===== src/common/reic_pkg.sv =====
`default_nettype none
package reic_pkg;
  // ****************************************
  // register map (word addresses, byte address = 4 * index)
  // ****************************************
  localparam logic [3:0] ADDR_FLAGS_LOW   = 4'h0;
  localparam logic [3:0] ADDR_FLAGS_HIGH  = 4'h1;
  localparam logic [3:0] ADDR_ENABLE_LOW  = 4'h2;
  localparam logic [3:0] ADDR_ENABLE_HIGH = 4'h3;
  localparam logic [3:0] ADDR_STATUS      = 4'h4;
  localparam logic [3:0] ADDR_CONFIG      = 4'h5;
  localparam logic [3:0] ADDR_INT_STATUS  = 4'h6;
  localparam logic [3:0] ADDR_INT_MASK    = 4'h7;
  localparam int         ADDR_WIDTH       = 4;
  // ****************************************
  // field positions
  // ****************************************
  localparam int BIT_SET_CLEAR     = 7;
  // low flag register
  localparam int BIT_TRANSMIT_DONE = 0;
  localparam int BIT_RECEIVE_DONE  = 1;
  localparam int BIT_COMMAND_IDLE  = 2;
  localparam int BIT_FIFO_HIGH     = 3;
  localparam int BIT_FIFO_LOW      = 4;
  localparam int BIT_RECEIVE_ERROR = 5;
  localparam int BIT_RECEIVE_START = 6;
  // high flag register
  localparam int BIT_TIMER_A       = 0;
  localparam int BIT_CARD_DETECT   = 5;
  localparam int BIT_GLOBAL        = 6;
  // status and config
  localparam int BIT_STATUS_IRQ    = 0;
  localparam int BIT_PIN_ENABLE    = 0;
  localparam int BIT_THRESH_MSB    = 1;
  localparam int THRESH_LSB        = 8;
  // ****************************************
  // reset values and sizes
  // ****************************************
  localparam logic [7:0] RESET_FLAGS   = 8'h00;
  localparam logic [7:0] RESET_ENABLE  = 8'h00;
  localparam logic [8:0] RESET_THRESH  = 9'h008;
  localparam logic       RESET_PIN_EN  = 1'b0;
  localparam logic [31:0] READ_UNMAPPED = 32'h0000_0000;
  localparam int         NUM_TIMERS    = 4;
  localparam int         NUM_INT_EVENTS = 2;
  // ****************************************
  // carriers
  // ****************************************
  typedef struct packed {
    logic [NUM_TIMERS-1:0] timerUnderflow;
    logic                  txEndOfFrame;
    logic                  rxEndOfData;
    logic                  commandIdle;
    logic                  rxStartOfFrame;
    logic                  cardDetected;
    logic                  cardDetectMode;
  } reic_events_t;
  typedef struct packed {
    logic [ADDR_WIDTH-1:0] address;
    logic                  read;
    logic                  write;
    logic [31:0]           writedata;
    logic [3:0]            byteenable;
  } reic_bus_req_t;
endpackage
`default_nettype wire


===== src/core/reic_interrupt_ctrl.sv =====
`default_nettype none
module reic_interrupt_ctrl #(
  parameter int FIFO_DEPTH_BITS = 9
) (
  input  wire logic                         core_clk,
  input  wire logic                         reset_n,
  input  wire reic_pkg::reic_bus_req_t      avsReq,
  output var  logic [31:0]                  avsReaddata,
  output logic                              avsWaitrequest,
  input  wire reic_pkg::reic_events_t       events,
  input  wire logic [FIFO_DEPTH_BITS:0]     fifoFillCount,
  input  wire logic [7:0]                   receiveErrors,
  output logic                              irqPin,
  output logic                              statusIrq,
  output logic [8:0]                        fifoThreshold,
  output logic                              fifoHighCondition,
  output logic                              fifoLowCondition,
  output logic                              busIrq
);
  import reic_pkg::*;

  // ****************************************
  // bus handshake
  // ****************************************
  logic accessDone;
  logic busActive;
  logic writeStrobe;
  logic readStrobe;
  logic [7:0] wrByte;
  logic [7:0] flagsLow;
  logic [7:0] flagsHigh;
  logic [7:0] enableLow;
  logic [7:0] enableHigh;
  logic       pinEnable;
  logic [NUM_INT_EVENTS-1:0] intStatus;
  logic [NUM_INT_EVENTS-1:0] intMask;
  logic [7:0] next_flagsLow;
  logic [7:0] next_flagsHigh;
  logic [7:0] next_enableLow;
  logic [7:0] next_enableHigh;
  logic [7:0] hwSetLow;
  logic [7:0] hwSetHigh;
  logic       anyEnabled;
  logic       prevIrqPin;
  logic [NUM_INT_EVENTS-1:0] intEvents;

  // one wait cycle: every access answers on the second edge
  assign busActive      = avsReq.read | avsReq.write;
  assign avsWaitrequest = busActive & ~accessDone;
  assign writeStrobe    = avsReq.write & accessDone;
  assign readStrobe     = avsReq.read & accessDone;
  assign wrByte         = avsReq.byteenable[0] ? avsReq.writedata[7:0] : 8'h00;

  always_ff @(posedge core_clk or negedge reset_n) begin
    if (!reset_n) begin
      accessDone <= 1'b0;
    end else begin
      accessDone <= busActive & ~accessDone;
    end
  end

  // ****************************************
  // fifo warning levels
  // ****************************************
  always_ff @(posedge core_clk or negedge reset_n) begin
    if (!reset_n) begin
      fifoThreshold <= RESET_THRESH;
      pinEnable     <= RESET_PIN_EN;
    end else if (writeStrobe && avsReq.address == ADDR_CONFIG && avsReq.byteenable[1]) begin
      fifoThreshold <= {avsReq.writedata[BIT_THRESH_MSB], avsReq.writedata[15:THRESH_LSB]};
      pinEnable     <= avsReq.writedata[BIT_PIN_ENABLE];
    end
  end

  // single value measured from the top and the bottom of the fifo
  logic [FIFO_DEPTH_BITS:0] fifoSize;
  logic [FIFO_DEPTH_BITS:0] threshWide;
  assign fifoSize   = (FIFO_DEPTH_BITS+1)'(1) << FIFO_DEPTH_BITS;
  assign threshWide = (FIFO_DEPTH_BITS+1)'(fifoThreshold);
  always_ff @(posedge core_clk or negedge reset_n) begin
    if (!reset_n) begin
      fifoHighCondition <= 1'b0;
      fifoLowCondition  <= 1'b0;
    end else begin
      fifoHighCondition <= fifoFillCount >= (fifoSize - threshWide);
      fifoLowCondition  <= fifoFillCount <= threshWide;
    end
  end

  // ****************************************
  // hardware set terms
  // ****************************************
  always_comb begin
    hwSetLow = 8'h00;
    hwSetLow[BIT_TRANSMIT_DONE] = events.txEndOfFrame;
    hwSetLow[BIT_RECEIVE_DONE]  = events.rxEndOfData;
    hwSetLow[BIT_COMMAND_IDLE]  = events.commandIdle;
    hwSetLow[BIT_FIFO_HIGH]     = fifoHighCondition;
    hwSetLow[BIT_FIFO_LOW]      = fifoLowCondition;
    hwSetLow[BIT_RECEIVE_ERROR] = |receiveErrors;
    hwSetLow[BIT_RECEIVE_START] = events.rxStartOfFrame;
    hwSetHigh = 8'h00;
    // underflow strobe is the timer clock after reaching zero
    hwSetHigh[BIT_TIMER_A +: NUM_TIMERS] = events.timerUnderflow;
    hwSetHigh[BIT_CARD_DETECT] = events.cardDetected & events.cardDetectMode;
  end

  // set or clear the written ones, hardware set applied last
  function automatic logic [7:0] apply_write(input logic [7:0] cur, input logic [7:0] wr,
                                             input logic sel, input logic [7:0] hw);
    logic [7:0] res;
    res = cur;
    if (sel) begin
      if (wr[BIT_SET_CLEAR]) begin
        res = cur | {1'b0, wr[6:0]};
      end else begin
        res = cur & ~{1'b0, wr[6:0]};
      end
    end
    return res | hw;
  endfunction

  always_comb begin
    next_flagsLow   = apply_write(flagsLow, wrByte,
                        writeStrobe && avsReq.address == ADDR_FLAGS_LOW, hwSetLow);
    next_enableLow  = apply_write(enableLow, wrByte,
                        writeStrobe && avsReq.address == ADDR_ENABLE_LOW, 8'h00);
    next_enableHigh = apply_write(enableHigh, wrByte,
                        writeStrobe && avsReq.address == ADDR_ENABLE_HIGH, 8'h00);
    // timer flags writable directly by the host
    next_flagsHigh  = apply_write(flagsHigh, wrByte,
                        writeStrobe && avsReq.address == ADDR_FLAGS_HIGH, hwSetHigh);
    next_flagsHigh[BIT_SET_CLEAR] = 1'b0;
    next_flagsLow[BIT_SET_CLEAR]  = 1'b0;
  end

  // ****************************************
  // flag and enable registers
  // ****************************************
  // bit 7 never stored; global flag rebuilt from enabled sources
  assign anyEnabled = |(flagsLow[6:0] & enableLow[6:0])
                    | |(flagsHigh[5:0] & enableHigh[5:0]);

  always_ff @(posedge core_clk or negedge reset_n) begin
    if (!reset_n) begin
      flagsLow   <= RESET_FLAGS;
      flagsHigh  <= RESET_FLAGS;
      enableLow  <= RESET_ENABLE;
      enableHigh <= RESET_ENABLE;
    end else begin
      flagsLow   <= next_flagsLow;
      enableLow  <= next_enableLow;
      enableHigh <= {1'b0, next_enableHigh[6:0]};
      flagsHigh  <= {1'b0, next_flagsHigh[6] | anyEnabled, next_flagsHigh[5:0]};
    end
  end

  // ****************************************
  // aggregate status and request pin
  // ****************************************
  always_ff @(posedge core_clk or negedge reset_n) begin
    if (!reset_n) begin
      statusIrq <= 1'b0;
      irqPin    <= 1'b0;
    end else begin
      statusIrq <= flagsHigh[BIT_GLOBAL];
      // drops once the global flag is cleared with no enabled flag still pending
      irqPin    <= pinEnable & flagsHigh[BIT_GLOBAL] & enableHigh[BIT_GLOBAL];
    end
  end

  // ****************************************
  // bus interrupt: read-to-clear status
  // ****************************************
  always_ff @(posedge core_clk or negedge reset_n) begin
    if (!reset_n) begin
      prevIrqPin <= 1'b0;
    end else begin
      prevIrqPin <= irqPin;
    end
  end
  // bit0 request rise, bit1 request fall
  assign intEvents = {prevIrqPin & ~irqPin, irqPin & ~prevIrqPin};

  always_ff @(posedge core_clk or negedge reset_n) begin
    if (!reset_n) begin
      intStatus <= '0;
      intMask   <= '0;
    end else begin
      // new event wins over the clearing read
      // clear only what this read returned: a rise in its wait cycle survives
      if (readStrobe && avsReq.address == ADDR_INT_STATUS) begin
        intStatus <= (intStatus & ~avsReaddata[NUM_INT_EVENTS-1:0]) | intEvents;
      end else begin
        intStatus <= intStatus | intEvents;
      end
      if (writeStrobe && avsReq.address == ADDR_INT_MASK) begin
        intMask <= avsReq.writedata[NUM_INT_EVENTS-1:0];
      end
    end
  end
  assign busIrq = |(intStatus & intMask);

  // ****************************************
  // read data
  // ****************************************
  always_ff @(posedge core_clk or negedge reset_n) begin
    if (!reset_n) begin
      avsReaddata <= READ_UNMAPPED;
    end else if (busActive && !accessDone) begin
      case (avsReq.address)
        ADDR_FLAGS_LOW:   avsReaddata <= {24'h00_0000, flagsLow};
        ADDR_FLAGS_HIGH:  avsReaddata <= {24'h00_0000, flagsHigh};
        ADDR_ENABLE_LOW:  avsReaddata <= {24'h00_0000, enableLow};
        ADDR_ENABLE_HIGH: avsReaddata <= {24'h00_0000, enableHigh};
        ADDR_STATUS:      avsReaddata <= {31'h0000_0000, statusIrq};
        ADDR_CONFIG:      avsReaddata <= {16'h0000, fifoThreshold[7:0], 6'h00,
                                          fifoThreshold[8], pinEnable};
        ADDR_INT_STATUS:  avsReaddata <= {30'h0000_0000, intStatus};
        ADDR_INT_MASK:    avsReaddata <= {30'h0000_0000, intMask};
        default:          avsReaddata <= READ_UNMAPPED;
      endcase
    end
  end
endmodule
`default_nettype wire

===== config.mk =====
export PLATFORM = sky130hd
export DESIGN_NAME = reic_interrupt_ctrl
export DESIGN_NICKNAME = d
export VERILOG_FILES = /design/src/common/reic_pkg.sv /design/src/core/reic_interrupt_ctrl.sv
export SDC_FILE = /design/constraint.sdc
export NUM_CORES = 1
export LEC_CHECK = 0
export ABC_CLOCK_PERIOD_IN_PS = 2900
export BUFFER_PORTS_ARGS = -buffer_cell sky130_fd_sc_hd__clkbuf_2
export CAP_MARGIN = 20
export CORE_UTILIZATION = 30
export DETAILED_ROUTE_END_ITERATION = 7
export PLACE_DENSITY = 0.64
export SLEW_MARGIN = 20
export SYNTH_ARGS = -nofsm -noshare
export SYNTH_HDL_FRONTEND = slang
export SYNTH_SLANG_ARGS = --single-unit

===== constraint.sdc =====
create_clock -name core_clk -period 2.9 [get_ports core_clk]
set_clock_uncertainty 0.2 [all_clocks]
set_input_delay 0.29 -clock core_clk [delete_from_list [all_inputs] [get_ports core_clk]]
set_output_delay 0.29 -clock core_clk [all_outputs]
set_load 0.005 [all_outputs]

# ---- Word level (Yosys, flattened, before mapping)
# Index checks and enable logic that the tools add are counted.
dict set report word_totals {
  regBits 81
  latchBits 0
  mem_bits_rw 0
  romBits 0
  inputBits 72
  out_inout_bits 47
  elab_cells 81
  mem_count 0
}
dict set report op_classes {
  add_sub_neg 1
  mul 0
  n_div 0
  order_cmp 2
  n_eq_ne 7
  shift 0
  muxes 9
  bitwise_logic 32
  reduce_logical 15
}
# op count
set ops {}
lappend ops {{$pmux 16 s8} 1}
lappend ops {{$mux 7} 5}
lappend ops {{$and 7x7->7} 4}
lappend ops {{$or 7x7->7} 4}
lappend ops {{$eq 4x3->1 const B} 4}
lappend ops {{$mux 8} 2}
lappend ops {{$ge 10x10->1} 1}
lappend ops {{$le 10x9->1} 1}
lappend ops {{$sub 10x9->10 const A} 1}
lappend ops {{$logic_and 1x1->1} 9}
lappend ops {{$and 1x1->1} 8}
lappend ops {{$and 8x8->8} 1}
lappend ops {{$eq 4x2->1 const B} 2}
lappend ops {{$not 7->8} 1}
lappend ops {{$or 8x7->8} 1}
lappend ops {{$reduce_or 8->1} 1}
lappend ops {{$or 7x6->7} 1}
lappend ops {{$reduce_or 7->1} 1}
lappend ops {{$and 6x6->6} 1}
lappend ops {{$reduce_or 6->1} 1}
lappend ops {{$and 2x2->2} 2}
lappend ops {{$eq 4x1->1 const B} 1}
lappend ops {{$logic_not 4->1} 1}
lappend ops {{$or 2x2->2} 2}
lappend ops {{6 further kinds} 10}

# ---- Logic depth before layout (Yosys ltp)
dict set report depth {
  word_depth 7
  ltp_mapped 10
  ltp_nobuf 10
}

# ---- Worst setup path after synthesis
# Ideal clock, no wire load.
dict set report synth_path {
  kind {register -> register}
  startpoint {register fifoThreshold[2]}
  endpoint {register fifoHighCondition}
  setup_time_ns 0.120
  arrival_time_ns 2.440
  required_time_ns 2.580
  setup_slack_ns 0.140
  stages_incl_launch_ff 10
  path_buffers 0
  synth_period_minus_slack_ns 2.760
  cell_sequence {dfrtp_1 -> nor2_2 -> nand3_2 -> or4_4 -> or3_1 -> ha_1 -> and4_1 -> a221oi_1 -> o21ai_0 -> a31o_2}
}
dict set report synth_via {
  elab_chain_len 2
}
# item line_no
set synth_lines {}
lappend synth_lines {{start, declared} reic_interrupt_ctrl.sv:15} ;# output logic [8:0] fifoThreshold,
lappend synth_lines {{start signal, assigned} reic_interrupt_ctrl.sv:70} ;# fifoThreshold <= {avsReq.writedata[BIT_THRESH_MSB], avsReq.writedata[15:THRESH_LSB]};
lappend synth_lines {{$sub 10x9->10} reic_interrupt_ctrl.sv:85} ;# fifoHighCondition <= fifoFillCount >= (fifoSize - threshWide);
lappend synth_lines {{$ge 10x10->1} reic_interrupt_ctrl.sv:85}
lappend synth_lines {{end signal, assigned} reic_interrupt_ctrl.sv:85}
lappend synth_lines {{end, declared} reic_interrupt_ctrl.sv:16} ;# output logic fifoHighCondition,
# No other way between the ends.
# A chain may end at the register's enable or synchronous reset.

# ---- Final worst setup path
dict set report layout_path {
  startpoint {register fifoThreshold[0]}
  endpoint {register fifoHighCondition}
}
# The elaborated chain is that of the path after synthesis.

==> run metrics <==
status finished clean; CTS tree built; Max-Cap Viols 0; IO buf count 83; critical path fanouts, max 6; flops & latches, synth 63; final net count 542; asr flop ratio synth 100%; ranking of synthesized cells by area dfrtp_1 (41%), ha_1 (6.3%), mux2_2 (6.0%), a22o_1 (4.2%), buf_4 (4.0%); remaining antenna violation count 0; global routing usage on met2 25.6%; First-pass DRT Iterations 4; Setup Total Neg Slack 0 ps; Initial Util 31.1%; most frequent cell after synthesis dfrtp_1; endpoints failing setup 0; GRT overflow 0; Sequential Area 0.00158 mm²; die width 114 µm; Die H 114 µm; most instantiated cells after synthesis dfrtp_1 (62), nand2_1 (26), nor2_1 (23); crit path DAT 2800 ps; YS warnings 0; Mapped Area 0.00377 mm²; pwr/cell area 562 mW/mm²; drt total wl 9.84 mm; Reg clk slew, reported paths 50 ps; Clock Sinks 63; die area 0.0130 mm²; fmax 0.359 GHz; Min-Delay Path Class input pin to register; fraction of layout instances using a drive strength above 1 35.1%; final instance area 0.00484 mm²; gpl congestion 0.860; pin count of the biggest net entering global routing 64; number of DRC violations after detailed-routing iteration 0 163; Antenna Cells 0; Avg Cell Area, Syn 11.1 µm²; initial antenna violation count 0; Peak VDD IR 254 µV; Lkg Pwr 2.18 nW; Core Region 0.0121 mm²; CP Class register to register; relative slew slack 52.6%; final worst path period share 95.9%; final hold violations 0; met3 track demand over resource 3.81%; IO Count 119; DP HPWL 7.12 mm; via count 3,031; Remaining DRCs 0; Slew @ Worst Pin 711 ps; Startpoint Class register; global-route layer with the greatest usage met2; Crit. End Element register; Root Driver clkbuf_16; fin. max-slew vios 0; GR met1 Demand/Resource 20.7%; Top FF cell, synth dfrtp_1; number of global-route vias before repair 3,093; share of the synthesized area in the top cell type 41.1%; minimum clock period after layout 2780 ps; CTS Buffer Depth 2; Netlist cell types 58; first-pass GRT wire length 16.0 mm; H-tree levels 3; Worst-Skew Late Latency 330 ps; Tot GR Track Use 16.0%; vias per cell 4.86; Site Rows 40; area leader, netlist dfrtp_1; area of the multi-input gates 0.00197 mm²; fillcell total 1,212; TritonCTS Buffers 9; wire per inst 15.8 µm; unrepaired setup endpoints after global routing no; Post-synth EDFFs 0; Crit path required time 2920 ps; Post-Synthesis Cells 341; Cell Area, Placed 0.00429 mm²; area grow syn2layout 28.2%; sequential-to-total area share from yosys stat 41.8%
[layout by cell type, fill, tap and decap left out, types with 4 or more instances in the layout]
| cell | Yosys | routed |
|---|---|---|
| a21o_1 | 4 | 4 |
| a21oi_1 | 4 | 4 |
| a221oi_1 | 4 | 4 |
| a22o_1 | 18 | 18 |
| a22oi_1 | 4 | 4 |
| buf_4 | 20 | 9 |
| clkbuf_16 | 0 | 9 |
| clkbuf_2 | 0 | 83 |
| conb_1 | 1 | 17 |
| dfrtp_1 | 62 | 60 |
| dlygate4sd3_1 | 0 | 21 |
| ha_1 | 19 | 17 |
| inv_1 | 16 | 14 |
| mux2_2 | 20 | 20 |
| mux2i_1 | 14 | 14 |
| mux4_2 | 5 | 5 |
| nand2_1 | 26 | 26 |
| nand2b_1 | 12 | 12 |
| nand4_1 | 4 | 4 |
| nor2_1 | 23 | 23 |
| nor3_1 | 8 | 8 |
| nor4_1 | 4 | 4 |
| o21ai_0 | 11 | 11 |
| xnor2_1 | 6 | 6 |
[cells by family after synthesis]
kind of cell               share of synthesized area (%)
AOI/OAI and AO/OA                                   11.1
xor gates and xnor gates                            1.63
adders and majority gates                           6.30
buffers and inverters                               7.96
DFF                                                 41.8
muxes                                               13.0
other                                             0.0994
and+or+nand+nor                                     18.0
[report_power, final]
| part | switching, mW | internal (mW) | leakage [nW] | total (mW) |
|---|---|---|---|---|
| Clock | 0.398 | 0.683 | 0.144 | 1.08 |
| Combinational | 0.296 | 0.286 | 1.29 | 0.582 |
| Sequential | 0.0883 | 0.969 | 0.746 | 1.06 |
| Total | 0.782 | 1.94 | 2.18 | 2.72 |
[cell type report]
| cell class | count | share of cell area [%] |
|---|---|---|
| clock buffers | 10 | 4.94 |
| clock inverters | 6 | 1.24 |
| inverters | 16 | 1.24 |
| multi-input cells | 247 | 40.8 |
| flip-flops and latches | 63 | 32.7 |
| well taps | 168 | 4.35 |
| repair buffers | 114 | 14.7 |
[timing repair]
action / CTS / global route
hold buffers: 21 / 0
endpoints found under the hold margin: 79 / 0
gates resized for setup: 0 / 7
endpoints found under the setup margin: 0 / 1
buffers inserted: 0 / 2
[critical path: stages, from the launching register on]
cell      delay [ps]
dfrtp_2          450
inv_2             80
ha_2             200
inv_1             50
or4_1            480
xnor2_1          200
ha_1             260
and4_1           170
a221oi_1         240
o21ai_0          120
a31o_2           220
[metal layers]
layer | part of all wire, % | vias to the layer above
li1 | - | 1432
met1 | 43 | 1488
met2 | 49 | 93
met3 | 5.7 | 18
met4 | 2.5 | 0
met5 | 0 | -
[worst paths after layout]
kind,start,endpoint,slack (ps),cells after the start
min in group asynchronous,reset_n,avsReaddata[2],310,3
max in group asynchronous,reset_n,fifoThreshold[3],1870,3
hold / removal,avsReq[16],fifoThreshold[4],9,3
setup / recovery,fifoThreshold[0],fifoHighCondition,120,10
setup reg to reg,fifoThreshold[0],fifoHighCondition,120,10
hold reg to reg,flagsHigh[6],statusIrq,230,0
[metrics by stage]
stage | hold slack [ps] | worst slack [ps] | power (mW) | utilization [%] | instances
after detailed placement | 144 | 64.8 | 1.62 | 35.4 | 585
after global placement | 135 | 125 | 1.60 | 35.4 | 585
after CTS | 8.04 | 65.6 | 2.74 | 39.6 | 622
final | 8.92 | 118 | 2.72 | 39.9 | 624
after floorplan | -206 | 140 | 1.39 | - | 357
after global routing | 11.2 | 0.393 | 2.85 | 39.9 | 624
Note: power is estimated with default switching activity, not from simulation.
